**config.mk**
```make
export PLATFORM = sky130hd
export DESIGN_NAME = prira_device_flat
export DESIGN_NICKNAME = d
export VERILOG_FILES = /design/src/prira_pkg.sv /design/src/prira_if.sv /design/src/prira_device.sv /design/src/flat_wrapper.sv
export VERILOG_INCLUDE_DIRS = /design/src /design/src/src
export SDC_FILE = /design/constraint.sdc
export NUM_CORES = 1
export LEC_CHECK = 0
export BUFFER_PORTS_ARGS = -buffer_cell sky130_fd_sc_hd__buf_2
export CAP_MARGIN = 10
export CORE_ASPECT_RATIO = 1.4
export CORE_MARGIN = 4
export CORE_UTILIZATION = 35
export DETAILED_ROUTE_END_ITERATION = 10
export GPL_ROUTABILITY_DRIVEN = 0
export REMOVE_ABC_BUFFERS = 1
export SKIP_LAST_GASP = 1
export SLEW_MARGIN = 15
export SYNTH_ARGS = -nofsm -noshare
export SYNTH_HDL_FRONTEND = slang
export SYNTH_SLANG_ARGS = --single-unit
```
**constraint.sdc**
```tcl
create_clock -name core_clk_in -period 5 [get_ports core_clk_in]
set_input_delay 0.5 -clock core_clk_in [delete_from_list [all_inputs] [get_ports core_clk_in]]
set_output_delay 0.5 -clock core_clk_in [all_outputs]
set_load 0.02 [all_outputs]
```
**src/prira_defines.svh**
```systemverilog
`ifndef PRIRA_DEFINES_SVH
`define PRIRA_DEFINES_SVH

// control byte layout
`define PRIRA_REGMODE_BIT   7
`define PRIRA_WRITE_BIT     6
`define PRIRA_WRITE_MASK    8'h40
`define PRIRA_ADDR_MSB      5

// register numbers
`define PRIRA_TYPE_ADDR     6'h08
`define PRIRA_FW_ADDR       6'h09
`define PRIRA_CODE_ADDR     6'h1F
`define PRIRA_FEAT_ADDR     6'h20
`define PRIRA_PROT_LO       6'h10
`define PRIRA_PROT_HI       6'h2F

// values
`define PRIRA_CODE_UNLOCK   16'h1235
`define PRIRA_FEAT_RST      16'h0106

// host command port offsets
`define PRIRA_H_CMD         4'h0
`define PRIRA_H_WDATA       4'h1
`define PRIRA_H_STAT        4'h2
`define PRIRA_H_RDATA       4'h3
`define PRIRA_H_PROC_OUT    4'h4
`define PRIRA_H_PROC_IN     4'h5
`define PRIRA_H_PROC_CTRL   4'h6

// host status bits
`define PRIRA_H_BUSY_BIT    0
`define PRIRA_H_DONE_BIT    1

`endif

```
**src/prira_pkg.sv**
```systemverilog
`default_nettype none
package prira_pkg;
  typedef logic [7:0]  prira_byte_t;
  typedef logic [15:0] prira_word_t;
  typedef logic [5:0]  prira_addr_t;

  typedef enum logic [1:0] {
    PRIRA_H_IDLE,
    PRIRA_H_WAIT,
    PRIRA_H_RELEASE
  } prira_hstate_t;

  typedef struct packed {
    prira_word_t [63:0] regs;
    prira_word_t        feat_active;
    prira_byte_t        status;
    prira_word_t        in_word;
    prira_word_t        proc_out;
    logic [6:0]         proc_ctrl;
  } prira_dev_state_t;

  typedef struct packed {
    prira_hstate_t st;
    prira_byte_t   ctrl;
    prira_word_t   out_word;
    prira_word_t   wdata;
    prira_word_t   rdata;
    prira_word_t   proc_word;
    logic [6:0]    proc_ctrl;
    prira_word_t   proc_in;
    logic          done;
    prira_word_t   bus_rdata;
  } prira_host_state_t;
endpackage
`default_nettype wire
```
**src/prira_if.sv**
```systemverilog
`default_nettype none
interface prira_if;
  logic [7:0] ctrl_byte;
  logic [7:0] out_data_hi;
  logic [7:0] out_data_lo;
  logic [7:0] status_byte;
  logic [7:0] in_data_hi;
  logic [7:0] in_data_lo;

  modport dev (
    input  ctrl_byte,
    input  out_data_hi,
    input  out_data_lo,
    output status_byte,
    output in_data_hi,
    output in_data_lo
  );

  modport host (
    output ctrl_byte,
    output out_data_hi,
    output out_data_lo,
    input  status_byte,
    input  in_data_hi,
    input  in_data_lo
  );
endinterface
`default_nettype wire

```
**src/prira_device.sv**
```systemverilog
// Contract
// - bit 7 set selects register access mode
// - read returns register word, contents unchanged
// - write stores output data word, then acknowledges
// - six low control bits address 64 registers
// - control/status byte first, word follows
// - word carried high byte first, low second
// - read acknowledged by echoing control byte
// - write acknowledged with write bit cleared
// - host ignores input word after write
// - output word ignored during register read
// - user area locked except code word register
// - unlock value in code register unlocks
// - any other code value relocks area
// - unlocked code register reads unlock value
// - locked code register reads zero
// - parameter changes act only after restart
// - register 9 returns firmware version characters
// - register 8 returns terminal type identifier
// - write to register 32 replaces features
//
// Local design decision: the plain strobed port.
`include "prira_defines.svh"
`default_nettype none
module prira_device #(
  // identity values are arbitrary
  parameter logic [15:0] TYPE_ID    = 16'h0101,
  parameter logic [15:0] FW_VERSION = 16'h3130
) (
  // clock and reset
  input  wire logic               core_clk_in,
  input  wire logic               rstn_in,

  // link
  prira_if.dev                    link,

  // user side process data
  input  wire prira_pkg::prira_word_t proc_in_word_in,
  input  wire logic [6:0]         proc_status_in,
  output logic [15:0]             proc_out_word_out,
  output logic [6:0]              proc_ctrl_out,

  // restart and active configuration
  input  wire logic               restart_in,
  output logic [15:0]             feat_active_out
);
  import prira_pkg::*;

  prira_dev_state_t s_q;
  prira_dev_state_t s_d;

  // link fields
  prira_byte_t ctrl;
  prira_word_t word;
  prira_addr_t addr;
  logic        reg_mode;
  logic        wr;

  // access decode
  logic        acc_rd;
  logic        acc_wr;
  logic        unlocked;
  wire logic [63:0] wr_ok;
  logic [63:0] wr_hit;
  prira_word_t rd_val;
  prira_byte_t ack_byte;
  prira_word_t in_next;
  prira_word_t feat_next;

  // split the cyclic image into its fields
  always_comb begin
    ctrl     = link.ctrl_byte;
    word     = {link.out_data_hi, link.out_data_lo};
    addr     = ctrl[`PRIRA_ADDR_MSB:0];
    reg_mode = ctrl[`PRIRA_REGMODE_BIT];
    wr       = ctrl[`PRIRA_WRITE_BIT];
  end

  // register accesses only while register mode is selected
  always_comb begin
    acc_rd   = reg_mode && !wr;
    acc_wr   = reg_mode && wr;
    unlocked = (s_q.regs[`PRIRA_CODE_ADDR] == `PRIRA_CODE_UNLOCK);
  end

  // write permission of each register
  for (genvar i = 0; i < 64; i++) begin : g_wr_ok
    if (i == `PRIRA_CODE_ADDR) begin : g_code
      // the code word register stays writable while locked
      assign wr_ok[i] = 1'b1;
    end else if (i >= `PRIRA_PROT_LO && i <= `PRIRA_PROT_HI) begin : g_user
      assign wr_ok[i] = unlocked;
    end else begin : g_fixed
      assign wr_ok[i] = 1'b0;
    end
  end

  // one-hot write strobe of the addressed register
  always_comb begin
    wr_hit = '0;
    if (acc_wr) begin
      wr_hit[addr] = wr_ok[addr];
    end
  end

  // read value of the addressed register
  always_comb begin
    unique case (addr)
      `PRIRA_TYPE_ADDR: begin
        rd_val = TYPE_ID;
      end
      `PRIRA_FW_ADDR: begin
        rd_val = FW_VERSION;
      end
      `PRIRA_CODE_ADDR: begin
        if (unlocked) begin
          rd_val = s_q.regs[`PRIRA_CODE_ADDR];
        end else begin
          rd_val = 16'h0000;
        end
      end
      `PRIRA_FEAT_ADDR: begin
        rd_val = s_q.regs[`PRIRA_FEAT_ADDR];
      end
      default: begin
        rd_val = s_q.regs[addr];
      end
    endcase
  end

  // acknowledge byte for the status position
  always_comb begin
    unique case ({reg_mode, wr})
      2'b11: begin
        ack_byte = ctrl & ~`PRIRA_WRITE_MASK;
      end
      2'b10: begin
        ack_byte = ctrl;
      end
      default: begin
        ack_byte = {1'b0, proc_status_in};
      end
    endcase
  end

  // word shown in the input image next cycle
  always_comb begin
    if (acc_rd) begin
      // output word plays no part in a read
      in_next = rd_val;
    end else if (!reg_mode) begin
      in_next = proc_in_word_in;
    end else begin
      // after a write the old word stays; it is invalid there
      in_next = s_q.in_word;
    end
  end

  // stored parameters become active only on restart
  always_comb begin
    if (restart_in) begin
      feat_next = s_q.regs[`PRIRA_FEAT_ADDR];
    end else begin
      feat_next = s_q.feat_active;
    end
  end

  always_comb begin
    s_d             = s_q;
    s_d.status      = ack_byte;
    s_d.in_word     = in_next;
    s_d.feat_active = feat_next;
    // held writes repeat every cycle with the same value
    for (int i = 0; i < 64; i++) begin
      if (wr_hit[i]) begin
        s_d.regs[i] = word;
      end
    end
    // normal process data exchange
    if (!reg_mode) begin
      s_d.proc_out  = word;
      s_d.proc_ctrl = ctrl[6:0];
    end
  end

  always_ff @(posedge core_clk_in or negedge rstn_in) begin
    if (!rstn_in) begin
      s_q <= '0;
      s_q.regs[`PRIRA_FEAT_ADDR] <= `PRIRA_FEAT_RST;
      s_q.feat_active <= `PRIRA_FEAT_RST;
    end else begin
      s_q <= s_d;
    end
  end

  // outputs straight from the state flops
  assign link.status_byte = s_q.status;
  assign link.in_data_hi  = s_q.in_word[15:8];
  assign link.in_data_lo  = s_q.in_word[7:0];
  assign proc_out_word_out = s_q.proc_out;
  assign proc_ctrl_out     = s_q.proc_ctrl;
  assign feat_active_out   = s_q.feat_active;
endmodule
`default_nettype wire

```
**src/flat_wrapper.sv**
```systemverilog
// flat-port wrapper written by rule: the top's interface ports become plain ports
module prira_device_flat import prira_pkg::*;
#(
                                  
  parameter logic [15:0] TYPE_ID    = 16'h0101,
  parameter logic [15:0] FW_VERSION = 16'h3130
)
  (core_clk_in, rstn_in, proc_in_word_in, proc_status_in, proc_out_word_out, proc_ctrl_out, restart_in, feat_active_out, link_ctrl_byte, link_out_data_hi, link_out_data_lo, link_status_byte, link_in_data_hi, link_in_data_lo);
  prira_if link_i ();
  input  wire logic core_clk_in;
  input  wire logic rstn_in;
  input  wire prira_pkg::prira_word_t proc_in_word_in;
  input  wire logic [6:0] proc_status_in;
  output logic [15:0] proc_out_word_out;
  output logic [6:0] proc_ctrl_out;
  input  wire logic restart_in;
  output logic [15:0] feat_active_out;
  input wire logic [$bits(link_i.ctrl_byte)-1:0] link_ctrl_byte;
  input wire logic [$bits(link_i.out_data_hi)-1:0] link_out_data_hi;
  input wire logic [$bits(link_i.out_data_lo)-1:0] link_out_data_lo;
  output wire logic [$bits(link_i.status_byte)-1:0] link_status_byte;
  output wire logic [$bits(link_i.in_data_hi)-1:0] link_in_data_hi;
  output wire logic [$bits(link_i.in_data_lo)-1:0] link_in_data_lo;
  assign link_i.ctrl_byte = link_ctrl_byte;
  assign link_i.out_data_hi = link_out_data_hi;
  assign link_i.out_data_lo = link_out_data_lo;
  assign link_status_byte = link_i.status_byte;
  assign link_in_data_hi = link_i.in_data_hi;
  assign link_in_data_lo = link_i.in_data_lo;
  prira_device #(.TYPE_ID(TYPE_ID), .FW_VERSION(FW_VERSION)) u_core (.core_clk_in(core_clk_in), .rstn_in(rstn_in), .link(link_i), .proc_in_word_in(proc_in_word_in), .proc_status_in(proc_status_in), .proc_out_word_out(proc_out_word_out), .proc_ctrl_out(proc_ctrl_out), .restart_in(restart_in), .feat_active_out(feat_active_out));
endmodule
```
==> flow_summary.json, run 1 <==
{
  "outcome": "finished, final reports clean",
  "rsz0062_at_grt": "no",
  "grt_overflow_total": 0,
  "detailed_place_hpwl_um": 86500,
  "cts.clk_slew.worst_paths_ns": 0.06,
  "power_uw": 18200,
  "start_util_pct": 35.3,
  "p_seq_share_pct": 49.0,
  "ys_warn_count": 0,
  "antenna_found_initial": 4,
  "synth-async-reset-ratio_pct": 100,
  "netlist.area_leader.share_pct": 58.5,
  "worst_ep_arrival_time_ns": 3.83,
  "power_switching_uw": 4390,
  "clock_skew_ns": 0.0527,
  "synth_seq_area_share_pct": 58.9,
  "yosys-top-cells-area": "dfrtp_1 (59%), mux2_2 (15%), clkbuf_1 (4.8%)",
  "fin_crit_ns": 3.24,
  "endpoint_kind": "flop",
  "cts_resized": 0,
  "fin_crit_sh_pct": 64.8,
  "clock.fmax_mhz": 309,
  "path_class": "reg -> reg",
  "critPathLaunchType": "flop",
  "cts_setup_buffers": 0,
  "grt_max_degree": 162,
  "worstMarginPinSlew_ns": 1.12,
  "post_drt_wl_per_cell_um": 27.6,
  "vias_per_cell": 5.34,
  "p_comb_share_pct": 5.9,
  "synthDistinctLibCells": 84,
  "num_io_pins": 113,
  "synth_area_sq_mm": 0.0462,
  "setup_tns_ns": 0,
  "ys_ff_latch": 1087,
  "cts-root-buf": "clkbuf_16",
  "dr_total_vias": 25900,
  "synth_cells": 3506,
  "ir_drop_mv": 0.245,
  "drive_gt1_share_pct": 37.1,
  "internal_power_uw": 13800,
  "cp_cell_sequence": "nor4b_1, nand4_1, o21ai_4, nand2_2, nor2_4, mux2_2",
  "fp-row-count": 157,
  "worst-path-max-fanout": 16,
  "whs_path_depth": 2,
  "drcViolationCount": 0,
  "crit_required_ns": 5.59,
  "core_area_sq_mm": 0.131,
  "fin_cells": 4858,
  "seq_area_sq_mm": 0.0272,
  "leakagePower_uw": 0.0237,
  "p_clk_share_pct": 45.1,
  "finalSetupViolations": 0,
  "netSwitchingFraction_pct": 24.2,
  "htreeDepth": 3,
  "dieArea_sq_mm": 0.138,
  "grt_pass1_wl_um": 196000,
  "reg2reg_depth": 6,
  "port_buffers": 112,
  "multi_input_area_sq_mm": 0.0153,
  "num-fill-cells": 12300,
  "drt_first_pass_iters": 5,
  "holdCritPathClass": "in -> reg",
  "synth-main-ff-cell": "dfrtp_1",
  "fin_nets": 3069,
  "grt_use_total_pct": 19.4,
  "grt_pass1_vias": 27400,
  "die_h_um": 438,
  "cts_buffer_depth": 3,
  "yosysTopAreaCell": "dfrtp_1",
  "cpPeakStageDelay_ns": 0.72,
  "dp_cells": 4654,
  "cts_hold_buf": 7,
  "synth.avg_cell_area_sq_um": 13.2,
  "finalHoldViolCount": 0,
  "routed_wl_um": 134000,
  "die_w_um": 315,
  "cts_sinks": 1087,
  "syn_to_final_growth_pct": 7.93,
  "slowest_stage": "nor2_4",
  "synth-edff-count": 0,
  "report.final.slew_viol_count": 0,
  "numCtsBuffers": 105,
  "cts_tree": "done",
  "max_slew_margin_pct": 24.5,
  "drt_iter0_markers": 2351,
  "ant_nets": 0,
  "insertion_delay_ns": 0.73,
  "power_density_mw_per_mm2": 364,
  "cap_violations": 0
}
stage by stage:
step / hold slack [ns] / setup slack (ns) / utilization [%] / instance area [sq um]
after floorplan: 0.204 / 1.56 / - / 42500
after global placement: 0.360 / 1.25 / 35.3 / 46300
after detailed placement: 0.362 / 1.25 / 35.3 / 46300
after CTS: 0.00166 / 1.76 / 38.1 / 49900
after global routing: 0.0321 / 1.61 / 38.1 / 49900
final: 0.0492 / 1.76 / 38.1 / 49900
worst paths after layout:
path,from,to,slack [ns]
min reg2reg,u_core.s_q[1061]$_DFFE_PN0P_,u_core.s_q[1061]$_DFFE_PN0P_,0.37
min,proc_status_in[1],u_core.link.status_byte[1]$_DFF_PN0_,0.05
max in group asynchronous,rstn_in,u_core.proc_out_word_out[11]$_DFFE_PN0N_,3.17
max,u_core.s_q[569]$_DFFE_PN0P_,u_core.s_q[775]$_DFFE_PN0P_,1.76
min in group asynchronous,rstn_in,u_core.s_q[890]$_DFFE_PN0P_,0.41
max reg2reg,u_core.s_q[569]$_DFFE_PN0P_,u_core.s_q[775]$_DFFE_PN0P_,1.76
cells in the mapped netlist (all sizes together), types with 5 or more instances:
cell and instances:
a221o 14, nor2b 14, a211oi 8, nor4b 5, nand4 6, a32oi 6
inv 5, o21a 5, nor2 100, a31oi 23, a211o 7, mux2i 161
mux4 84, o21ai 65, dfstp 6, o22ai 53, nand2b 12, dfrtp 1081
and3 8, o22a 8, mux2 608, o2bb2ai 10, a22oi 62, a22o 15
nand3b 5, nor3b 5, o211ai 6, buf 218, a21oi 64, clkbuf 595
nand3 25, nor3 6, a221oi 87, and2 6, nand2 68
state kept, by name, indices dropped and copies added (netlist names):
signal and count:
u_core.feat_active_out 16, u_core.s_q 1024, u_core.link.in_data_lo 8, u_core.link.status_byte 8, u_core.link.in_data_hi 8, u_core.proc_out_word_out 16, u_core.proc_ctrl_out 7
per-layer routing:
metal,routed length [um],global-route usage [%],vias to the layer above
met5,14,0,-
met2,62100,30.3,913
met1,54000,24.7,13700
met4,9520,12.4,2
li1,-,-,11100
met3,8190,3.71,309
cell usage in the layout (no fill, tap or decap), drive strengths merged, types with 6 or more instances in the layout:
| cell type | netlist | layout |
|---|---|---|
| a21oi | 64 | 64 |
| o21ai | 65 | 65 |
| nand4 | 6 | 6 |
| bufinv | 0 | 8 |
| buf | 218 | 211 |
| and2 | 6 | 6 |
| dfstp | 6 | 6 |
| a221o | 14 | 14 |
| nor2 | 100 | 100 |
| a22oi | 62 | 62 |
| a31oi | 23 | 23 |
| a211o | 7 | 7 |
| dfrtp | 1081 | 1081 |
| clkinv | 0 | 31 |
| o22a | 8 | 8 |
| nand3 | 25 | 25 |
| mux4 | 84 | 84 |
| nand2 | 68 | 68 |
| nor2b | 14 | 14 |
| clkbuf | 595 | 145 |
| mux2i | 161 | 161 |
| mux2 | 608 | 608 |
| o211ai | 6 | 6 |
| and3 | 8 | 8 |
| nor3 | 6 | 6 |
| nand2b | 12 | 12 |
| dlygate4sd3 | 0 | 7 |
| o22ai | 53 | 53 |
| a32oi | 6 | 6 |
| a221oi | 87 | 87 |
| a211oi | 8 | 8 |
| inv | 5 | 11 |
| a22o | 15 | 15 |
| o2bb2ai | 10 | 10 |
worst max-delay path, delay by kind of cell, from the launching register on:
family	cells	cell delay, ns
simple gates	4	2.03
mux	1	0.41
compound gates	1	0.25
flops	1	0.43
power groups by stage:
| stage | clock network [uW] | logic, uW | registers (uW) |
|---|---|---|---|
| 2_1_floorplan | 0 | 291 | 9090 |
| 3_3_place_gp | 0 | 1080 | 9060 |
| 3_5_place_dp | 0 | 1080 | 9060 |
| 4_1_cts | 8400 | 1090 | 8900 |
| 5_1_grt | 8750 | 1150 | 8900 |
| 6_report | 8200 | 1070 | 8900 |
final cells by class:
class	count	area share, %
Sequential cell	1087	54.5
Inverter	5	0.0376
Clock buffer	144	6.04
Tap cell	1749	4.39
Timing Repair Buffer	219	3.13
Multi-Input combinational cell	1601	30.8
Clock inverter	49	1.10
Antenna cell	4	0.0201
cells by family (layout without fill, tap and decap cells):
logic type      count (synthesis)  in the layout  share of synthesized area, %
flops                        1087           1087                          58.9
other cells                     0              4                             0
mux                           853            853                          22.4
compound gates                471            471                          7.36
xor+xnor                        1              1                        0.0189
simple gates                  276            276                          3.26
buf+inv                       818            417                          8.09
No activity file was read; power rests on OpenSTA's default activity.
==> inputs of run 2 (changes only) <==
--- a/config.mk
+++ b/config.mk
@@ -6,6 +6,7 @@
 export SDC_FILE = /design/constraint.sdc
 export NUM_CORES = 1
 export LEC_CHECK = 0
+export ABC_AREA = 1
 export BUFFER_PORTS_ARGS = -buffer_cell sky130_fd_sc_hd__buf_2
 export CAP_MARGIN = 10
 export CORE_ASPECT_RATIO = 1.4
==> constraint.sdc (replaced) <==
create_clock -name core_clk_in -period 3.38 [get_ports core_clk_in]
set_input_delay 0.338 -clock core_clk_in [delete_from_list [all_inputs] [get_ports core_clk_in]]
set_output_delay 0.338 -clock core_clk_in [all_outputs]
set_load 0.02 [all_outputs]
==> flow_summary.json, run 2 <==
{
  "p_comb_share_pct": 6.4,
  "detailed_place_hpwl_um": 82400,
  "internal_power_uw": 20000,
  "numCtsBuffers": 103,
  "grt_max_degree": 151,
  "routed_wl_um": 130000,
  "report.final.slew_viol_count": 0,
  "placed_cell_area_sq_mm": 0.0457,
  "netlist.area_leader.share_pct": 59.9,
  "synth-async-reset-ratio_pct": 100,
  "dieArea_sq_mm": 0.135,
  "ant_nets": 0,
  "core_area_sq_mm": 0.128,
  "worst-path-max-fanout": 24,
  "netSwitchingFraction_pct": 24.8,
  "antenna_found_initial": 2,
  "synth-main-ff-cell": "dfrtp_1",
  "power_density_mw_per_mm2": 540,
  "rr_startpoint": "u_core.s_q[561]$_DFFE_PN0P_",
  "die_h_um": 433,
  "synth.avg_cell_area_sq_um": 8.64,
  "rsz0062_at_grt": "no",
  "final_common_cell": "nand2_1",
  "dr_total_vias": 32600,
  "hold_start": "proc_in_word_in[0]",
  "worst_ep_arrival_time_ns": 3.37,
  "insertion_delay_ns": 0.73,
  "clock.fmax_mhz": 354,
  "cts_sinks": 1087,
  "cap_violations": 0,
  "p_seq_share_pct": 49.4,
  "cts_tree": "done",
  "grt_use_total_pct": 19.2,
  "yosys-top-cells-area": "dfrtp_1 (60%), o21ai_0 (11%), nand2_1 (10%)",
  "endpoint_kind": "flop",
  "leakagePower_uw": 0.0237,
  "holdCritPathClass": "in -> reg",
  "drcViolationCount": 0,
  "synth_seq_area_share_pct": 60.3,
  "setup_tns_ns": 0,
  "num_io_pins": 113,
  "ys_warn_count": 0,
  "syn_to_final_growth_pct": 9.42,
  "fin_crit_ns": 2.82,
  "seq_area_sq_mm": 0.0272,
  "grt_overflow_total": 0,
  "synth_cells": 5225,
  "critPathLaunchType": "flop",
  "top_register": "u_core.s_q",
  "post_drt_wl_per_cell_um": 20.2,
  "port_buffers": 112,
  "rrSetupSlack_ns": 0.56,
  "drt_iter0_markers": 3058,
  "power_switching_uw": 6620,
  "synth_area_sq_mm": 0.0451,
  "outcome": "finished, final reports clean",
  "cts_setup_buffers": 0,
  "grt_pass1_wl_um": 202000,
  "finalSetupViolations": 0,
  "layout_common_cells": "nand2_1 (1,240), dfrtp_1 (1,081), o21ai_0 (1,013), nor2_1 (515), buf_4 (147)",
  "finalHoldViolCount": 0,
  "yosysTopAreaCell": "dfrtp_1",
  "drt_first_pass_iters": 8,
  "largest_reg_flops": 1024,
  "max_slew_margin_pct": 24.7,
  "ys_ff_latch": 1087,
  "die_w_um": 311,
  "cts.clk_slew.worst_paths_ns": 0.06,
  "synthDistinctLibCells": 31,
  "path_class": "reg -> reg",
  "htreeDepth": 3,
  "startpoint": "u_core.s_q[561]$_DFFE_PN0P_",
  "fin_crit_sh_pct": 83.6,
  "utilization_pct": 38.6,
  "num-fill-cells": 12600,
  "p_clk_share_pct": 44.2,
  "fp-row-count": 155,
  "clock_skew_ns": 0.0399,
  "yosysMostFrequentCell": "nand2_1",
  "crit_required_ns": 3.93,
  "cts_buffer_depth": 3,
  "hold_ws_ns": 0.0394,
  "fin_area_sq_mm": 0.0494,
  "fin_nets": 4777,
  "cts-root-buf": "clkbuf_16",
  "ir_drop_mv": 0.343,
  "synth_top_cells_by_count": "nand2_1 (1,240), dfrtp_1 (1,081), o21ai_0 (1,013), clkbuf_1 (786), nor2_1 (521)",
  "vias_per_cell": 5.04,
  "worstMarginPinSlew_ns": 1.12,
  "synth-edff-count": 0,
  "multi_input_area_sq_mm": 0.0138,
  "start_util_pct": 35.3,
  "grt_pass1_vias": 32800,
  "drive_gt1_share_pct": 10.4
}
-- run 2: changes by cell type after synthesis, moves of 50 or more --
cell / before / now
nand2_1: 62 / 1240
mux2_2: 597 / 12
nor2_1: 65 / 521
nand3_1: 25 / 79
mux4_2: 83 / 0
clkbuf_1: 594 / 786
mux2i_1: 161 / 0
a221oi_1: 86 / 0
o22ai_1: 53 / 103
inv_1: 4 / 102
o21ai_0: 61 / 1013
-- run 2: worst paths after layout --
kind	end	depth (start not counted)
setup / recovery	u_core.s_q[453]$_DFFE_PN0P_	10
hold / removal	u_core.link.in_data_lo[0]$_DFFE_PN0P_	5
setup reg to reg	u_core.s_q[453]$_DFFE_PN0P_	10
hold reg to reg	u_core.s_q[266]$_DFFE_PN0P_	0
max in group asynchronous	u_core.s_q[99]$_DFFE_PN0P_	3
min in group asynchronous	u_core.s_q[973]$_DFFE_PN0P_	2
-- run 2: metrics by stage --
step	power, uW	instances	worst slack [ns]
2_1_floorplan	14100	4315	-1.78
3_3_place_gp	15100	6246	0.397
3_5_place_dp	15100	6246	0.321
4_1_cts	26900	6459	0.622
5_1_grt	27600	6460	0.407
6_report	26700	6460	0.556
-- run 2: cell type report --
| class | instances | share of cell area [%] |
|---|---|---|
| flip-flops and latches | 1087 | 55.1 |
| clock buffers | 140 | 5.85 |
| repair buffers | 307 | 4.90 |
| diodes | 1 | 0.00507 |
| clock inverters | 49 | 1.08 |
| multi-input cells | 3119 | 28.0 |
| well taps | 1648 | 4.18 |
| inverters | 109 | 0.844 |
-- run 2: routing by layer --
metal	routed length (um)	GRT usage, %
met3	7090	2.98
met1	55200	25.0
met4	6390	9.11
met2	61700	31.7
met5	0	0
-- run 2: kinds of logic (layout without fill, tap and decap cells) --
logic type | Yosys count | count (layout) | share of synthesized area, %
AOI/OAI and AO/OA | 1213 | 1213 | 14.0
buffers and inverters | 1019 | 605 | 9.10
other | 0 | 1 | 0
DFF | 1087 | 1087 | 60.3
and+or+nand+nor | 1894 | 1894 | 16.3
muxes | 12 | 12 | 0.299
-- run 2: power by group through the flow --
stage	clock, uW	combinational, uW	sequential [uW]
2_1_floorplan	0	594	13500
3_3_place_gp	0	1690	13400
3_5_place_dp	0	1700	13400
4_1_cts	12000	1730	13200
5_1_grt	12600	1880	13200
6_report	11800	1700	13200
-- run 2: repair_timing --
| item | in CTS | in global routing |
|---|---|---|
| gates resized for setup | 0 | 0 |
| endpoints found under the hold margin | 67 | 0 |
| hold buffers | 24 | 0 |
-- run 2: critical path, cell delays in order (launching register included) --
cell and delay [ns]:
dfrtp_1 0.40, inv_1 0.11, nor3_1 0.44, nand3_1 0.20, nand2_2 0.18, nand2_1 0.20, nor3_4 0.29, nand2_1 0.39
buf_12 0.30, nand2_1 0.06, o21ai_0 0.08
